## config.mk

```make
export PLATFORM = sky130hd
export DESIGN_NAME = lock_mon
export DESIGN_NICKNAME = d
export VERILOG_FILES = /design/src/lock_mon_pkg.sv /design/src/lock_qualifier.sv /design/src/lock_mon.sv
export VERILOG_INCLUDE_DIRS = /design/src
export SDC_FILE = /design/constraint.sdc
export NUM_CORES = 1
export LEC_CHECK = 0
export ABC_AREA = 0
export BUFFER_PORTS_ARGS = -buffer_cell sky130_fd_sc_hd__buf_2
export CORE_MARGIN = 4
export CORE_UTILIZATION = 50
export CTS_CLUSTER_SIZE = 8
export DETAILED_ROUTE_END_ITERATION = 6
export PLACE_DENSITY = 0.67
export SYNTH_ARGS = -nofsm -noshare
export SYNTH_HDL_FRONTEND = slang
export SYNTH_SLANG_ARGS = --single-unit
```

## constraint.sdc

```tcl
create_clock -name clk_i -period 12.06 [get_ports clk_i]
set_clock_uncertainty 0.15 [all_clocks]
set_input_delay 0.603 -clock clk_i [delete_from_list [all_inputs] [get_ports clk_i]]
set_output_delay 0.603 -clock clk_i [all_outputs]
set_load 0.005 [all_outputs]
```

## src/lock_mon_cfg.svh

```systemverilog
// Constants for the lock and reference-loss monitor: register offsets, field positions, resets
// Assumes inclusion by bare name from the monitor's design files
`ifndef LOCK_MON_CFG_SVH
`define LOCK_MON_CFG_SVH
// ****************************************
// Register byte offsets
// ****************************************
`define REG_PH_OFFSET     8'h00
`define REG_PH_THRESH     8'h04
`define REG_FR_THRESH     8'h08
`define REG_LOCK_TIMERS   8'h0C
`define REG_LOSS_CTRL     8'h10
`define REG_LOSS_COUNT_A  8'h14
`define REG_LOSS_COUNT_B  8'h18
`define REG_STATUS        8'h1C
`define REG_IRQ_STATUS    8'h20
`define REG_SAMPLE_OUT    8'h24
// ****************************************
// Field positions in the lock timer register
// ****************************************
`define FLD_PH_LOCK_LSB   0
`define FLD_PH_UNLOCK_LSB 8
`define FLD_FR_LOCK_LSB   16
`define FLD_FR_UNLOCK_LSB 24
`define FLD_PDIV_LSB      28
// Loss control: enables in bits 1:0, pin route in bits 5:2 (A) and 9:6 (B)
`define FLD_LOSS_EN_LSB   0
`define FLD_ROUTE_A_LSB   2
`define FLD_ROUTE_B_LSB   6
// Status bit positions
`define BIT_PH_LOCK       0
`define BIT_FR_LOCK       1
`define BIT_LOSS_A        2
`define BIT_LOSS_B        3
// ****************************************
// Reset values
// ****************************************
`define RST_PH_THRESH     32'h0000_0000
`define RST_LOSS_COUNT    16'hFFFF
`define RST_TIMERS        32'h0000_0000
`define LOSS_TICK_DIV     2
`endif

```

## src/lock_mon_pkg.sv

```systemverilog
// Types shared by the lock and reference-loss monitor
// Assumes nothing of its surroundings
package lock_mon_pkg;
  // Lock qualifier state, one-hot
  typedef enum logic [1:0] {
    ST_HUNT   = 2'b01,
    ST_LOCKED = 2'b10
  } lock_state_t;
endpackage

```

## src/lock_qualifier.sv

```systemverilog
// One lock detector: threshold compare, qualification and hysteresis counting
// Assumes a divided loop clock tick from the same clock domain
`timescale 1ns/1ns
`default_nettype none
module lock_qualifier (
  input wire logic clk_i,
  input wire logic rst_i,
  input wire logic sample_vld_i,      // New detector value
  input wire logic [31:0] magnitude_i, // Absolute value under test
  input wire logic [31:0] threshold_i, // Lock threshold
  input wire logic tick_i,            // Divided loop clock period
  input wire logic [4:0] lock_exp_i,  // Qualification exponent
  input wire logic [2:0] unlock_exp_i, // Unlock exponent
  output logic lock_o
);
  // ****************************************
  // Comparator and qualification counter
  // ****************************************
  logic cmp_ff, nxt_cmp;             // Comparator output, held between samples
  logic [21:0] cnt_ff, nxt_cnt;       // Interval counter
  lock_mon_pkg::lock_state_t st_ff, nxt_st;
  logic [21:0] lock_len;
  logic [21:0] unlock_len;

  assign lock_len = 22'h00_0001 << lock_exp_i;
  assign unlock_len = 22'h00_0002 << unlock_exp_i;
  assign lock_o = (st_ff == lock_mon_pkg::ST_LOCKED);

  // Next state: compare, then count ticks in the qualifying condition
  always_comb begin
    nxt_cmp = cmp_ff;
    nxt_cnt = cnt_ff;
    nxt_st = st_ff;
    if (sample_vld_i) begin
      nxt_cmp = !(magnitude_i > threshold_i);
    end
    case (st_ff)
      lock_mon_pkg::ST_HUNT: begin
        // A false compare restarts qualification
        if (!cmp_ff) begin
          nxt_cnt = 22'h00_0000;
        end else if (tick_i) begin
          if (cnt_ff + 22'h00_0001 >= lock_len) begin
            nxt_st = lock_mon_pkg::ST_LOCKED;
            nxt_cnt = 22'h00_0000;
          end else begin
            nxt_cnt = cnt_ff + 22'h00_0001;
          end
        end
      end
      lock_mon_pkg::ST_LOCKED: begin
        // Held until a long enough false run
        if (cmp_ff) begin
          nxt_cnt = 22'h00_0000;
        end else if (tick_i) begin
          if (cnt_ff + 22'h00_0001 >= unlock_len) begin
            nxt_st = lock_mon_pkg::ST_HUNT;
            nxt_cnt = 22'h00_0000;
          end else begin
            nxt_cnt = cnt_ff + 22'h00_0001;
          end
        end
      end
      default: begin
        nxt_st = lock_mon_pkg::ST_HUNT;
        nxt_cnt = 22'h00_0000;
      end
    endcase
  end

  // Registers; reset clears lock and counters
  always_ff @(posedge clk_i) begin
    if (rst_i) begin
      cmp_ff <= 1'b0;
      cnt_ff <= 22'h00_0000;
      st_ff <= lock_mon_pkg::ST_HUNT;
    end else begin
      cmp_ff <= nxt_cmp;
      cnt_ff <= nxt_cnt;
      st_ff <= nxt_st;
    end
  end

  // ****************************************
  // Checks
  // ****************************************
  a_unlock_needs_false: assert property (@(posedge clk_i) disable iff (rst_i)
    $fell(lock_o) |-> $past(!cmp_ff))
    else $error("lock dropped while comparator true");
  a_lock_needs_true: assert property (@(posedge clk_i) disable iff (rst_i)
    $rose(lock_o) |-> $past(cmp_ff) && $past(tick_i))
    else $error("lock rose without true compare on tick");
  a_lock_holds: assert property (@(posedge clk_i) disable iff (rst_i)
    lock_o && cmp_ff |=> lock_o)
    else $error("lock lost while comparator true");
  c_lock_rise: cover property (@(posedge clk_i) disable iff (rst_i) $rose(lock_o));
  c_lock_fall: cover property (@(posedge clk_i) disable iff (rst_i) $fell(lock_o));
endmodule
`default_nettype wire

```

## src/lock_mon.sv

```systemverilog
// Lock detection and reference-loss monitor with a classic Wishbone register slave
// Assumes phase detector samples on clk_i and references arriving asynchronously on pins
`timescale 1ns/1ns
`default_nettype none
`include "lock_mon_cfg.svh"
module lock_mon (
  input wire logic clk_i,
  input wire logic rst_i,
  // Wishbone classic slave
  input wire logic wb_cyc_i,
  input wire logic wb_stb_i,
  input wire logic wb_we_i,
  input wire logic [7:0] wb_adr_i,
  input wire logic [3:0] wb_sel_i,
  input wire logic [31:0] wb_dat_i,
  output logic [31:0] wb_dat_o,
  output logic wb_ack_o,
  // Phase detector samples
  input wire logic [13:0] phase_sample_i,
  input wire logic phase_sample_vld_i,
  output logic [13:0] loop_sample_o,
  output logic loop_sample_vld_o,
  // References from pins
  input wire logic reference_input_a_i,
  input wire logic reference_input_b_i,
  // Status
  output logic phase_lock_o,
  output logic freq_lock_o,
  output logic [3:0] multipurpose_status_pin_o
);
  // ****************************************
  // Configuration registers
  // ****************************************
  logic [13:0] ph_offset_ff, nxt_ph_offset;     // Signed phase offset
  logic [31:0] ph_thresh_ff, nxt_ph_thresh;     // phase_lock_threshold
  logic [31:0] fr_thresh_ff, nxt_fr_thresh;     // freq_lock_threshold
  logic [31:0] timers_ff, nxt_timers;           // Exponents and divider
  logic [9:0] loss_ctrl_ff, nxt_loss_ctrl;      // Enables and pin routes
  logic [15:0] loss_cnt_a_ff, nxt_loss_cnt_a;   // Terminal count A
  logic [15:0] loss_cnt_b_ff, nxt_loss_cnt_b;   // Terminal count B
  logic [1:0] irq_stat_ff, nxt_irq_stat;        // Sticky loss flags
  logic ack_ff, nxt_ack;
  logic [31:0] rdat_ff, nxt_rdat;
  logic wr_hit;

  // Byte lane merge, used by every writable register except the interrupt status
  function automatic logic [31:0] merge(input logic [31:0] old, input logic [31:0] nw, input logic [3:0] sel);
    logic [31:0] r;
    r = old;
    for (int i = 0; i < 4; i++) begin
      if (sel[i]) r[i*8 +: 8] = nw[i*8 +: 8];
    end
    return r;
  endfunction

  // ****************************************
  // Phase offset adder and frequency difference
  // ****************************************
  logic [13:0] sum_ff, nxt_sum;     // Offset sample to the loop
  logic [13:0] prev_ff, nxt_prev;   // Previous sample for difference
  logic vld_ff, nxt_vld;
  logic [31:0] ph_mag, fr_mag;
  logic [14:0] diff;

  always_comb begin
    nxt_sum = sum_ff;
    nxt_prev = prev_ff;
    nxt_vld = phase_sample_vld_i;
    if (phase_sample_vld_i) begin
      // Wraps at 14 bits; software keeps the offset small
      nxt_sum = phase_sample_i + ph_offset_ff;
      nxt_prev = nxt_sum;
    end
  end
  always_ff @(posedge clk_i) begin
    if (rst_i) begin
      sum_ff <= 14'h0000;
      prev_ff <= 14'h0000;
      vld_ff <= 1'b0;
    end else begin
      sum_ff <= nxt_sum;
      prev_ff <= nxt_prev;
      vld_ff <= nxt_vld;
    end
  end
  assign loop_sample_o = sum_ff;
  assign loop_sample_vld_o = vld_ff;

  // Magnitudes of the current sample and of the running difference
  assign ph_mag = sum_ff[13] ? 32'(-$signed(sum_ff)) : 32'(sum_ff);
  // Difference against the previous offset sample held for the frequency detector
  assign diff = 15'($signed({nxt_sum[13], nxt_sum}) - $signed({prev_ff[13], prev_ff}));
  assign fr_mag = diff[14] ? 32'(-$signed(diff)) : 32'(diff);

  // ****************************************
  // Divided loop clock
  // ****************************************
  logic [15:0] pdiv_ff, nxt_pdiv;
  logic tick;
  always_comb begin
    nxt_pdiv = pdiv_ff + 16'h0001;
  end
  always_ff @(posedge clk_i) begin
    if (rst_i) pdiv_ff <= 16'h0000;
    else pdiv_ff <= nxt_pdiv;
  end
  // One tick every 2^P system clocks
  assign tick = ((pdiv_ff & ((16'h0001 << timers_ff[`FLD_PDIV_LSB +: 4]) - 16'h0001)) == 16'h0000);

  // ****************************************
  // Lock detectors
  // ****************************************
  lock_qualifier u_phase (
    .clk_i(clk_i),
    .rst_i(rst_i),
    .sample_vld_i(vld_ff),
    .magnitude_i(ph_mag),
    .threshold_i(ph_thresh_ff),
    .tick_i(tick),
    .lock_exp_i(timers_ff[`FLD_PH_LOCK_LSB +: 5]),
    .unlock_exp_i(timers_ff[`FLD_PH_UNLOCK_LSB +: 3]),
    .lock_o(phase_lock_o)
  );
  lock_qualifier u_freq (
    .clk_i(clk_i),
    .rst_i(rst_i),
    .sample_vld_i(phase_sample_vld_i),
    .magnitude_i(fr_mag),
    .threshold_i(fr_thresh_ff),
    .tick_i(tick),
    .lock_exp_i(timers_ff[`FLD_FR_LOCK_LSB +: 5]),
    .unlock_exp_i(timers_ff[`FLD_FR_UNLOCK_LSB +: 3]),
    .lock_o(freq_lock_o)
  );

  // ****************************************
  // Reference-loss watchdogs
  // ****************************************
  logic [1:0] ref_s1_ff, ref_s2_ff, ref_s3_ff; // Synchroniser and edge history
  logic half_ff;                               // Advances counters every other clock
  logic [15:0] wd_ff [2];
  logic [15:0] nxt_wd [2];
  logic [1:0] loss_ff, nxt_loss;
  logic [15:0] term [2];
  assign term[0] = loss_cnt_a_ff;
  assign term[1] = loss_cnt_b_ff;

  always_ff @(posedge clk_i) begin
    if (rst_i) begin
      ref_s1_ff <= 2'h0;
      ref_s2_ff <= 2'h0;
      ref_s3_ff <= 2'h0;
      half_ff <= 1'b0;
    end else begin
      ref_s1_ff <= {reference_input_b_i, reference_input_a_i};
      ref_s2_ff <= ref_s1_ff;
      ref_s3_ff <= ref_s2_ff;
      half_ff <= ~half_ff;
    end
  end

  genvar g;
  generate
    for (g = 0; g < 2; g++) begin : g_wd
      // A disabled monitor stays cleared; a rising edge restarts the count
      always_comb begin
        nxt_wd[g] = wd_ff[g];
        nxt_loss[g] = loss_ff[g];
        if (!loss_ctrl_ff[`FLD_LOSS_EN_LSB + g]) begin
          nxt_wd[g] = 16'h0000;
          nxt_loss[g] = 1'b0;
        end else if (ref_s2_ff[g] && !ref_s3_ff[g]) begin
          nxt_wd[g] = 16'h0000;
          nxt_loss[g] = 1'b0;
        end else if (half_ff) begin
          if (wd_ff[g] + 16'h0001 >= term[g]) begin
            nxt_loss[g] = 1'b1;
          end else begin
            nxt_wd[g] = wd_ff[g] + 16'h0001;
          end
        end
      end
      always_ff @(posedge clk_i) begin
        if (rst_i) begin
          wd_ff[g] <= 16'h0000;
          loss_ff[g] <= 1'b0;
        end else begin
          wd_ff[g] <= nxt_wd[g];
          loss_ff[g] <= nxt_loss[g];
        end
      end
    end
  endgenerate

  // Route each loss flag to the pins selected by its four route bits
  always_comb begin
    multipurpose_status_pin_o = (loss_ctrl_ff[`FLD_ROUTE_A_LSB +: 4] & {4{loss_ff[0]}})
      | (loss_ctrl_ff[`FLD_ROUTE_B_LSB +: 4] & {4{loss_ff[1]}});
  end

  // ****************************************
  // Wishbone slave
  // ****************************************
  // One wait state keeps read data registered; ack drops the cycle after
  // Writes commit at the edge where the master sees ack, never before it
  assign wr_hit = wb_cyc_i && wb_stb_i && ack_ff && wb_we_i;
  always_comb begin
    nxt_ph_offset = ph_offset_ff;
    nxt_ph_thresh = ph_thresh_ff;
    nxt_fr_thresh = fr_thresh_ff;
    nxt_timers = timers_ff;
    nxt_loss_ctrl = loss_ctrl_ff;
    nxt_loss_cnt_a = loss_cnt_a_ff;
    nxt_loss_cnt_b = loss_cnt_b_ff;
    nxt_ack = wb_cyc_i && wb_stb_i && !ack_ff;
    nxt_rdat = 32'h0000_0000;
    // Sticky flags: a write of one clears, a new loss wins over it
    nxt_irq_stat = irq_stat_ff;
    if (wr_hit && wb_adr_i == `REG_IRQ_STATUS && wb_sel_i[0]) begin
      nxt_irq_stat = irq_stat_ff & ~wb_dat_i[`BIT_LOSS_A +: 2];
    end
    nxt_irq_stat = nxt_irq_stat | loss_ff;
    if (wr_hit) begin
      case (wb_adr_i)
        `REG_PH_OFFSET: nxt_ph_offset = 14'(merge({18'h0_0000, ph_offset_ff}, wb_dat_i, wb_sel_i));
        `REG_PH_THRESH: nxt_ph_thresh = merge(ph_thresh_ff, wb_dat_i, wb_sel_i);
        `REG_FR_THRESH: nxt_fr_thresh = merge(fr_thresh_ff, wb_dat_i, wb_sel_i);
        `REG_LOCK_TIMERS: nxt_timers = merge(timers_ff, wb_dat_i, wb_sel_i);
        `REG_LOSS_CTRL: nxt_loss_ctrl = 10'(merge({22'h00_0000, loss_ctrl_ff}, wb_dat_i, wb_sel_i));
        `REG_LOSS_COUNT_A: nxt_loss_cnt_a = 16'(merge({16'h0000, loss_cnt_a_ff}, wb_dat_i, wb_sel_i));
        `REG_LOSS_COUNT_B: nxt_loss_cnt_b = 16'(merge({16'h0000, loss_cnt_b_ff}, wb_dat_i, wb_sel_i));
        default: begin
          // Read-only or unmapped: write ignored, still acknowledged
        end
      endcase
    end
    case (wb_adr_i)
      `REG_PH_OFFSET: nxt_rdat = {18'h0_0000, ph_offset_ff};
      `REG_PH_THRESH: nxt_rdat = ph_thresh_ff;
      `REG_FR_THRESH: nxt_rdat = fr_thresh_ff;
      `REG_LOCK_TIMERS: nxt_rdat = timers_ff;
      `REG_LOSS_CTRL: nxt_rdat = {22'h00_0000, loss_ctrl_ff};
      `REG_LOSS_COUNT_A: nxt_rdat = {16'h0000, loss_cnt_a_ff};
      `REG_LOSS_COUNT_B: nxt_rdat = {16'h0000, loss_cnt_b_ff};
      `REG_STATUS: nxt_rdat = {28'h000_0000, loss_ff, freq_lock_o, phase_lock_o};
      `REG_IRQ_STATUS: nxt_rdat = {28'h000_0000, irq_stat_ff, 2'b00};
      `REG_SAMPLE_OUT: nxt_rdat = {18'h0_0000, sum_ff};
      default: nxt_rdat = 32'h0000_0000;
    endcase
  end

  always_ff @(posedge clk_i) begin
    if (rst_i) begin
      ph_offset_ff <= 14'h0000;
      ph_thresh_ff <= `RST_PH_THRESH;
      fr_thresh_ff <= `RST_PH_THRESH;
      timers_ff <= `RST_TIMERS;
      loss_ctrl_ff <= 10'h000;
      loss_cnt_a_ff <= `RST_LOSS_COUNT;
      loss_cnt_b_ff <= `RST_LOSS_COUNT;
      irq_stat_ff <= 2'h0;
      ack_ff <= 1'b0;
      rdat_ff <= 32'h0000_0000;
    end else begin
      ph_offset_ff <= nxt_ph_offset;
      ph_thresh_ff <= nxt_ph_thresh;
      fr_thresh_ff <= nxt_fr_thresh;
      timers_ff <= nxt_timers;
      loss_ctrl_ff <= nxt_loss_ctrl;
      loss_cnt_a_ff <= nxt_loss_cnt_a;
      loss_cnt_b_ff <= nxt_loss_cnt_b;
      irq_stat_ff <= nxt_irq_stat;
      ack_ff <= nxt_ack;
      rdat_ff <= nxt_rdat;
    end
  end
  assign wb_ack_o = ack_ff;
  assign wb_dat_o = rdat_ff;

  // ****************************************
  // Checks
  // ****************************************
  a_offset_added: assert property (@(posedge clk_i) disable iff (rst_i)
    phase_sample_vld_i |=> loop_sample_o == 14'($past(phase_sample_i) + $past(ph_offset_ff)))
    else $error("offset sample mismatch");
  a_loss_sticky_irq: assert property (@(posedge clk_i) disable iff (rst_i)
    loss_ff[0] |=> irq_stat_ff[0])
    else $error("loss not captured in interrupt status");
  a_edge_clears_wd: assert property (@(posedge clk_i) disable iff (rst_i)
    ref_s2_ff[0] && !ref_s3_ff[0] |=> wd_ff[0] == 16'h0000 && !loss_ff[0])
    else $error("watchdog not restarted by edge");
  a_disabled_quiet: assert property (@(posedge clk_i) disable iff (rst_i)
    !loss_ctrl_ff[0] |=> !loss_ff[0])
    else $error("disabled monitor flagged loss");
  // Every pin selected by the B route bits shows a B loss
  a_pin_route: assert property (@(posedge clk_i) disable iff (rst_i)
    loss_ff[1] |-> (multipurpose_status_pin_o & loss_ctrl_ff[`FLD_ROUTE_B_LSB +: 4])
      == loss_ctrl_ff[`FLD_ROUTE_B_LSB +: 4])
    else $error("routed loss missing on pin");
  a_ack_one_cycle: assert property (@(posedge clk_i) disable iff (rst_i)
    wb_ack_o |=> !wb_ack_o)
    else $error("ack held too long");
  c_loss_a: cover property (@(posedge clk_i) disable iff (rst_i) $rose(loss_ff[0]));
  c_phase_lock: cover property (@(posedge clk_i) disable iff (rst_i) $rose(phase_lock_o));
  c_freq_lock: cover property (@(posedge clk_i) disable iff (rst_i) $rose(freq_lock_o));
endmodule
`default_nettype wire

```

==> impl_results.md, run 1 <==
* Outcome: finished, final reports clean
* Fmax achieved at 0.168 GHz
* Final hold violation count at 0
* Routed Antenna Nets at 0
* Vias per cell at 5.89
* Gr ovfl total at 0
* Power share of the combinational group at 0.129
* Clock slew at reported path FFs at 0.06 ns
* RSZ-0062 raised after global routing: false
* CTS tree: built
* Router iterations before antenna repair at 6
* Sw Share at 0.263
* Area grow syn2layout at 10.8%
* Clk buf depth at 3
* R2R Path Start: ph_offset_ff[1]$_SDFFE_PP0P_
* Synth Flop Type: dfxtp_1
* Vias in the first global route at 18590
* Async S/R FF share, synth at 0
* Pleak at 9.45 nW
* MaxCap Viol Count at 0
* Pins Over Slew Limit at 0
* YS warnings at 0
* Residual DRC at 0
* Synth Cell Area at 20800 um^2
* Fraction of layout cells with a size suffix above 1 at 0.0842
* Min Hold Slack at 0.118 ns
* Req. time, crit path at 12.41 ns
* Post-synth EDFFs at 0
* Clock sink count at 322
* Share of the synthesized area in the top cell type at 0.310
* Initial Utilization at 0.508
* Power Density at 113 nW/um^2
* Resized Gates After CTS at 0
* Setup violators final at 0
* Port Buffers at 119
* Critical Path Sink Type: flip-flop
* Clock power share at 0.448
* Via count at 19186
* Top cells by area, synth: dfxtp_1, ha_1, nand2_1
* Core area at 40900 um^2
* Hold Buf Count CTS at 0
* Gate count of the mapped netlist at 2635
* Sequential share of power at 0.423
* Area of the die at 44900 um^2
* TritonCTS buffer count at 46
* Final Wtd Congestion at 0.965
* Nets@finish at 2978
* Routed WL at 60500 um
* Root Buffer: clkbuf_16
* I/O pin cnt at 120
* Synth Register Bits at 322
* Critical path type: flip-flop to flip-flop
* Met2 WL at 28700 um
* Worst hold path startpoint: wb_stb_i
* Mean Syn Cell Area at 7.88 um^2
* Slew Limit Headroom at 0.195
* Chip Height at 212 um
* NetSw at 0.681 mW
* Post-synth top area cell: dfxtp_1
* Launch point of the worst path: ph_offset_ff[1]$_SDFFE_PP0P_
* Antenna violations before repair at 5
* Initial drt markers at 1596
* Synth cell types at 85
* P_int at 1.91 mW
* Worst-skew pair later-pin latency at 0.58 ns
* Post-synthesis sequential area ratio at 0.310
* Die Width at 212 um
* Worst Path Max Fanout at 7
* Final setup TNS at 0 ns
* Setup Buffers After CTS at 0
* DR WL met3 at 3670 um
* Worst hold path class: primary input to flip-flop
* Detail Placement HPWL at 44700 um
* Minimum clock period at 5.97 ns
* Slew @ Worst Pin at 1.20 ns
* Layout fillers at 3847
* H-Tree Depth at 2
* CP arrival at 6.32 ns
* Wire length on met1 at 25500 um
* Setup crit start kind: flip-flop
* Largest net degree at the start of global routing at 95
* Top sig layer: met5
* VDD IR max at 97.8 uV
* First-pass GRT wire length at 96700 um
* Global Route Usage Sum at 0.264
* Wire length per cell at 18.6 um
* FP Rows at 74
* Final period util at 0.495
sequential cells by signal, indices dropped and copies added, names as in the netlist, 10 cells and up:
name            count
pdiv_ff            15
wd_ff              32
u_phase.cnt_ff     22
loss_cnt_b_ff      16
wb_dat_o           32
timers_ff          32
loss_cnt_a_ff      16
prev_ff            14
loop_sample_o      14
fr_thresh_ff       32
ph_offset_ff       14
ph_thresh_ff       32
loss_ctrl_ff       10
u_freq.cnt_ff      22
layout make-up:
class                           count  area, um^2  share of cell area
Clock inverter                      1        8.76            0.000381
Tap cell                          532         666              0.0289
Clock buffer                       51        1210              0.0526
Sequential cell                   322        6450               0.280
Multi-Input combinational cell   2060       13400               0.580
Antenna cell                        4        10.0            0.000435
Timing Repair Buffer              142         774              0.0337
Inverter                          143         537              0.0233
cells by family after synthesis:
logic type               after synthesis  share of synthesized area
AND/OR/NAND/NOR                     1037                      0.241
other                                  1                   0.000181
buffers and inverters                286                     0.0535
AO/OA/AOI/OAI                        571                      0.177
flip-flops                           322                      0.310
adder cells (fa/ha/maj)              197                      0.119
multiplexers                          79                     0.0382
XOR/XNOR                             142                     0.0599
critical path, stage by stage, from the launching register on:
cell,delay (ns)
dfxtp_1,0.44
ha_1,0.27
a21o_1,0.16
a21o_1,0.21
a211oi_1,0.47
o21bai_1,0.14
a21oi_1,0.19
xnor2_1,0.08
nand2_1,0.10
nand2_1,0.07
ha_1,0.24
or4_1,0.41
o21ai_0,0.13
a211oi_1,0.13
or3_1,0.40
a2111oi_0,0.54
and2_1,0.25
a31oi_1,0.11
xor2_1,0.17
ha_1,0.32
nand4_1,0.09
or2_2,0.30
o21a_1,0.22
nand3_1,0.09
a31oi_1,0.05
nor3_1,0.17
power groups by stage:
stage	clock, mW	sequential [mW]	combinational [mW]
6_report	1.16	1.10	0.334
3_3_place_gp	0	1.12	0.318
2_1_floorplan	0	1.11	0.244
4_1_cts	1.18	1.10	0.330
3_5_place_dp	0	1.12	0.327
5_1_grt	1.22	1.10	0.379
synth_stat cells, types with 6 or more instances:
library cell	number
a211oi_1	11
dfxtp_1	322
nor2_1	234
mux2i_1	76
o21a_1	24
o21ai_0	99
and2_1	22
a21oi_1	181
o211ai_1	39
a221oi_1	6
or4_1	10
o31ai_1	11
and4_1	7
nor2b_1	33
nand2_1	334
nor3_1	48
nor3b_1	8
buf_2	10
buf_1	9
nand4_1	39
inv_1	143
nand2b_1	43
nand3b_1	11
o21ai_1	6
xor2_1	77
clkbuf_1	118
nor4_1	19
and3_1	39
ha_1	195
or3_1	10
nand3_1	137
a22oi_1	44
a21o_1	32
a222oi_1	11
a22o_1	8
xnor2_1	65
a31oi_1	34
or2_2	6
path summary, 6_finish.rpt:
kind / to / slack (ns) / depth (start not counted)
max: u_freq.cmp_ff$_SDFFE_PP0P_ / 6.09 / 25
min: wb_ack_o$_SDFF_PP0_ / 0.12 / 3
min reg2reg: ref_s3_ff[0]$_SDFF_PP0_ / 0.29 / 2
max reg2reg: u_freq.cmp_ff$_SDFFE_PP0P_ / 6.09 / 25
metrics by stage:
stage / area, um^2 / setup slack (ns) / util / instances / power, mW
after floorplan: 20900 / 6.46 / - / 2668 / 1.36
after global placement: 21800 / 5.92 / 0.532 / 3199 / 1.44
after detailed placement: 21800 / 5.77 / 0.532 / 3199 / 1.45
after CTS: 23000 / 6.13 / 0.562 / 3251 / 2.61
after global routing: 23000 / 5.53 / 0.562 / 3253 / 2.70
final: 23000 / 6.09 / 0.562 / 3255 / 2.59
cells in the final DEF, fill, tap and decap left out, types with 47 or more instances in the layout:
cell type	instances
nand2_1	334
xnor2_1	65
o21ai_0	99
nand3_1	137
xor2_1	77
nor3_1	48
dfxtp_1	322
a21oi_1	181
inv_1	142
nor2_1	232
buf_2	118
clkbuf_16	47
ha_1	195
mux2i_1	76
per-layer routing:
metal  up-vias  track usage
li1       9417            -
met1      9033        0.335
met2       586        0.451
met3       148       0.0366
met4         2        0.112
met5         -            0
(Power assumes the default switching activity.)
==> inputs of run 2 (changes only) <==
- ABC_AREA: 0 -> 1
- clock period: 12.06 -> 5.8 ns (I/O delays scaled with it)
==> impl_results.md, run 2 <==
* Outcome: finished, final reports clean
* MaxCap Viol Count at 0
* Routed WL at 63000 um
* VDD IR max at 172 uV
* Critical path's top delay family: compound AO/OA/AOI/OAI gates
* Pins Over Slew Limit at 0
* Gate count of the mapped netlist at 3023
* Nets@finish at 3452
* Reg2Reg Depth at 26
* Core area at 40700 um^2
* Wire length per cell at 16.9 um
* Resized Gates After CTS at 0
* Pleak at 10.7 nW
* Antenna Diode Count at 0
* Post-synthesis sequential area ratio at 0.314
* Setup crit start kind: flip-flop
* Synth cell types at 56
* H-Tree Depth at 2
* Area of the multi-input gates at 12200 um^2
* Initial Utilization at 0.504
* Share of the synthesized area in the top cell type at 0.314
* R2R Setup Slk at 0.69 ns
* Launch point of the worst path: ph_offset_ff[0]$_SDFFE_PP0P_
* Commonest cells after routing, fill and taps aside: nand2_1, inv_1, dfxtp_1, a21oi_1, nor2_1
* Commonest non-fill, non-tap cell in the layout: nand2_1
* Top cells by area, synth: dfxtp_1, ha_1, nand2_1
* Req. time, crit path at 6.16 ns
* Critical Path Sink Type: flip-flop
* CTS tree: built
* Mean Syn Cell Area at 6.80 um^2
* Final Power at 5.58 mW
* Crit path depth at 26
* Post-synth top area cell: dfxtp_1
* Clk buf depth at 3
* Crit path top cell by count: nand2_1
* Detail Placement HPWL at 47500 um
* Root Buffer: clkbuf_16
* Setup violators final at 0
* Seq. cell area at 6450 um^2
* Fmax achieved at 0.196 GHz
* Antenna violations before repair at 0
* Router iterations before antenna repair at 5
* RSZ-0062 raised after global routing: false
* Clock slew at reported path FFs at 0.05 ns
* CP endpoint: u_freq.cmp_ff$_SDFFE_PP0P_
* Area after DPL at 21700 um^2
* CP Buf/Inv Count at 3
* Chip Height at 211 um
* Slowest Stage Delay on Critical Path at 0.43 ns
* FP Rows at 74
* Final hold violation count at 0
* Final Instance Area at 23300 um^2
* Area grow syn2layout at 13.4%
* Vias in the first global route at 19237
* Gr ovfl total at 0
* Slew Limit Headroom at 0.255
* Routed Antenna Nets at 0
* Top cells by count, synth: nand2_1, inv_1, dfxtp_1
* FF-to-FF End: u_freq.cmp_ff$_SDFFE_PP0P_
* Largest net degree at the start of global routing at 108
* YS warnings at 0
* Power Density at 239 nW/um^2
* R2R Path Start: ph_offset_ff[0]$_SDFFE_PP0P_
* Slew @ Worst Pin at 1.12 ns
* Critical path type: flip-flop to flip-flop
* Synth Cell Area at 20600 um^2
* Synth Register Bits at 322
* Minimum clock period at 5.11 ns
* Port Buffers at 119
* Die Width at 211 um
* Synth Flop Type: dfxtp_1
* Vias per cell at 5.51
* Async S/R FF share, synth at 0
* TritonCTS buffer count at 46
* Fraction of layout cells with a size suffix above 1 at 0.0776
* Worst Path Max Fanout at 7
* Final Wtd Congestion at 0.969
* Final worst slack at 0.686 ns
* Residual DRC at 0
* Area of the die at 44400 um^2
* Final setup TNS at 0 ns
* Final period util at 0.882
* CP max stage cell: fa_1
* Clock sink count at 322
* Via count at 20549
* Post-synth EDFFs at 0
* Worst-skew pair later-pin latency at 0.58 ns
* Most numerous cell in the Yosys netlist: nand2_1
* I/O pin cnt at 120
* First-pass GRT wire length at 99700 um
* CP arrival at 5.48 ns
* Initial drt markers at 1557
* Worst hold path class: primary input to flip-flop
* Layout fillers at 3933
* Dpl ws at 0.475 ns
* Global Route Usage Sum at 0.275
-- run 2: through the flow --
step / utilization / cells / hold WS, ns
2_1_floorplan: - / 3056 / 0.238
3_3_place_gp: 0.532 / 3629 / 0.248
3_5_place_dp: 0.532 / 3629 / 0.248
4_1_cts: 0.571 / 3724 / 0.0354
5_1_grt: 0.572 / 3727 / 0.0980
6_report: 0.572 / 3727 / 0.0644
-- run 2: worst register-to-register path, delay by kind of cell, from the launching register on --
| family | cells | cell delay (ns) |
|---|---|---|
| buffers and inverters | 3 | 0.33 |
| DFF | 1 | 0.32 |
| xor gates and xnor gates | 1 | 0.14 |
| AOI/OAI and AO/OA | 7 | 1.65 |
| adders and majority gates | 4 | 1.31 |
| and+or+nand+nor | 11 | 1.16 |
-- run 2: logic make-up (layout without fill, tap and decap cells) --
family | Yosys count | in the layout | synth area share
fa+ha+maj | 197 | 197 | 0.121
buf+inv | 528 | 667 | 0.0982
flops | 322 | 322 | 0.314
other cells | 1 | 34 | 0.000182
simple gates | 1189 | 1189 | 0.245
xor+xnor | 74 | 74 | 0.0315
compound gates | 711 | 711 | 0.191
mux | 1 | 1 | 0.000487
-- run 2: per-layer routing --
metal / vias to the layer above / routed length (um) / GRT usage
li1: 10288 / - / -
met2: 702 / 28300 / 0.450
met3: 150 / 4350 / 0.0411
met4: 0 / 2670 / 0.114
met5: - / 0 / 0
met1: 9409 / 27700 / 0.366
-- run 2: what timing repair did --
| item | CTS | global route |
|---|---|---|
| buffers inserted | 0 | 3 |
| hold endpoints to repair | 133 | 0 |
| endpoints found under the setup margin | 0 | 1 |
| hold buffers | 41 | 0 |
-- run 2: how the worst min path moves through the flow --
stage / startpoint / to / slack [ns] / depth (start not counted)
6_report: wb_adr_i[3] / wb_dat_o[14]$_SDFF_PP0_ / 0.06 / 5
5_1_grt: wb_adr_i[3] / wb_dat_o[14]$_SDFF_PP0_ / 0.1 / 5
4_1_cts: wb_adr_i[3] / wb_dat_o[14]$_SDFF_PP0_ / 0.04 / 5
3_5_place_dp: ref_s1_ff[0]$_SDFF_PP0_ / ref_s2_ff[0]$_SDFF_PP0_ / 0.25 / 2
3_3_place_gp: ref_s1_ff[0]$_SDFF_PP0_ / ref_s2_ff[0]$_SDFF_PP0_ / 0.25 / 2
2_1_floorplan: ref_s1_ff[0]$_SDFF_PP0_ / ref_s2_ff[0]$_SDFF_PP0_ / 0.24 / 2
-- run 2: final cells by class --
type                    instances  share of cell area
clock inverters                 3             0.00145
repair buffers                174              0.0478
well taps                     532              0.0286
multi-input cells            2206               0.524
flip-flops and latches        322               0.277
inverters                     439              0.0709
clock buffers                  51              0.0506
-- run 2: power by group --
| part | internal [mW] | leakage, nW | switching, mW |
|---|---|---|---|
| logic | 0.303 | 7.48 | 0.591 |
| clock network | 1.41 | 0.595 | 0.986 |
| registers | 2.25 | 2.60 | 0.0370 |
| total | 3.97 | 10.7 | 1.61 |
==> inputs of run 3 (changes only) <==
- CORE_MARGIN: 4 -> not set
==> impl_results.md, run 3 (synthesis gave the netlist of run 2 again) <==
* Outcome: finished, final reports clean
* Residual DRC at 0
* Gr ovfl total at 0
* Clock power share at 0.435
* Nets@finish at 3450
* CP max stage cell: dfxtp_1
* Commonest non-fill, non-tap cell in the layout: nand2_1
* Final period util at 0.877
* Slowest Stage Delay on Critical Path at 0.44 ns
* Final Wtd Congestion at 0.941
* Detail Placement HPWL at 47400 um
* Die Width at 205 um
* Global Route Usage Sum at 0.300
* Setup violators final at 0
* CP arrival at 5.40 ns
* First-pass GRT wire length at 99600 um
* Area grow syn2layout at 13.4%
* Core Util, Final at 0.581
* I/O pin cnt at 120
* MaxCap Viol Count at 0
* Pleak at 10.7 nW
* Wire length per cell at 16.8 um
* Vias in the first global route at 19078
* Setup crit start kind: flip-flop
* VDD IR max at 231 uV
* Worst Path Max Fanout at 10
* CTS tree: built
* Antenna violations before repair at 1
* Critical path's top delay family: compound AO/OA/AOI/OAI gates
* Final setup TNS at 0 ns
* Pins Over Slew Limit at 0
* TritonCTS buffer count at 46
* Sw Share at 0.289
* Routed WL at 62500 um
* Initial Utilization at 0.513
* Router iterations before antenna repair at 5
* Clock sink count at 322
* Critical path type: flip-flop to flip-flop
* Clock slew at reported path FFs at 0.06 ns
* Routed Antenna Nets at 0
* Fraction of layout cells with a size suffix above 1 at 0.0774
* Worst hold path class: primary input to flip-flop
* H-Tree Depth at 2
* Port Buffers at 119
* Power share of the combinational group at 0.158
* Worst-skew pair later-pin latency at 0.58 ns
* NetSw at 1.62 mW
* Vias per cell at 5.46
* Layout fillers at 3873
* Clk buf depth at 3
* Chip Height at 205 um
* Commonest cells after routing, fill and taps aside: nand2_1, inv_1, dfxtp_1, a21oi_1, nor2_1
* Sequential share of power at 0.407
* Fmax achieved at 0.197 GHz
* Final hold violation count at 0
* Initial drt markers at 1420
* P_int at 3.99 mW
* RSZ-0062 raised after global routing: false
* Largest net degree at the start of global routing at 87
* R2R Setup Slk at 0.71 ns
* Power Density at 241 nW/um^2
* CP Buf/Inv Count at 4
* Minimum clock period at 5.09 ns
* Critical Path Sink Type: flip-flop
* Resized Gates After CTS at 0
* Slew Limit Headroom at 0.264
* Area of the die at 41900 um^2
* Root Buffer: clkbuf_16
* FP Rows at 73
* Req. time, crit path at 6.11 ns
* Slew @ Worst Pin at 1.10 ns
* Core area at 40100 um^2
* Final Power at 5.61 mW
* Via count at 20310
run 3: final timing paths:
check	start	to	cells past startpoint
setup reg to reg	ph_offset_ff[2]$_SDFFE_PP0P_	u_freq.cmp_ff$_SDFFE_PP0P_	26
hold reg to reg	ref_s1_ff[1]$_SDFF_PP0_	ref_s2_ff[1]$_SDFF_PP0_	2
hold / removal	wb_adr_i[3]	wb_dat_o[14]$_SDFF_PP0_	5
setup / recovery	ph_offset_ff[2]$_SDFFE_PP0P_	u_freq.cmp_ff$_SDFFE_PP0P_	26
run 3: cell type report:
type | count | area (um^2) | share of cell area
Clock inverter | 2 | 32.5 | 0.00140
Clock buffer | 52 | 1200 | 0.0517
Tap cell | 525 | 657 | 0.0282
Sequential cell | 322 | 6450 | 0.277
Timing Repair Buffer | 172 | 1100 | 0.0470
Multi-Input combinational cell | 2206 | 12200 | 0.524
Inverter | 439 | 1650 | 0.0709
Antenna cell | 2 | 5.00 | 0.000215
run 3: per-stage QoR:
stage	std cells	setup WS, ns	hold slack (ns)	instance area (um^2)
3_3_place_gp	3624	0.716	0.247	21700
3_5_place_dp	3624	0.681	0.246	21700
4_1_cts	3718	0.745	0.0460	23300
6_report	3720	0.713	0.0685	23300
5_1_grt	3718	0.134	0.114	23300
2_1_floorplan	3056	1.21	0.238	20700
run 3: what timing repair did:
action,4_1_cts,5_1_grt
endpoints found under the hold margin,139,0
hold buffers,40,0
setup buffers,0,0
run 3: power groups by stage:
stage,Combinational (mW),Sequential (mW),Clock (mW)
finish,0.886,2.28,2.44
global route,1.01,2.28,2.56
CTS,0.874,2.28,2.48
detailed placement,0.850,2.33,0
global placement,0.830,2.32,0
floorplan,0.637,2.31,0
run 3: worst reg2reg max path, stage by stage, from the launching register on:
cell and delay (ns):
dfxtp_1 0.44, ha_1 0.33, nand2_1 0.10, nand3_1 0.14, a31oi_1 0.27, o21ai_0 0.18, o21ai_0 0.37, nand2_1 0.10
ha_1 0.36, inv_1 0.07, o21ai_0 0.21, o21ai_0 0.17, nand3_1 0.10, nand2_1 0.08, a22oi_2 0.12, buf_4 0.19
inv_1 0.12, nand2_1 0.09, xor2_1 0.15, inv_1 0.05, ha_1 0.29, nand2_1 0.09, o21ai_0 0.20, a21oi_1 0.08
o21a_1 0.18, o31ai_1 0.25, a21oi_1 0.09
run 3: metal layers:
metal | global-route usage | part of all wire | vias up
met5 | 0 | 0 | -
met1 | 0.387 | 0.44 | 9202
met2 | 0.503 | 0.46 | 695
li1 | - | - | 10287
met3 | 0.0407 | 0.066 | 126
met4 | 0.118 | 0.036 | 0
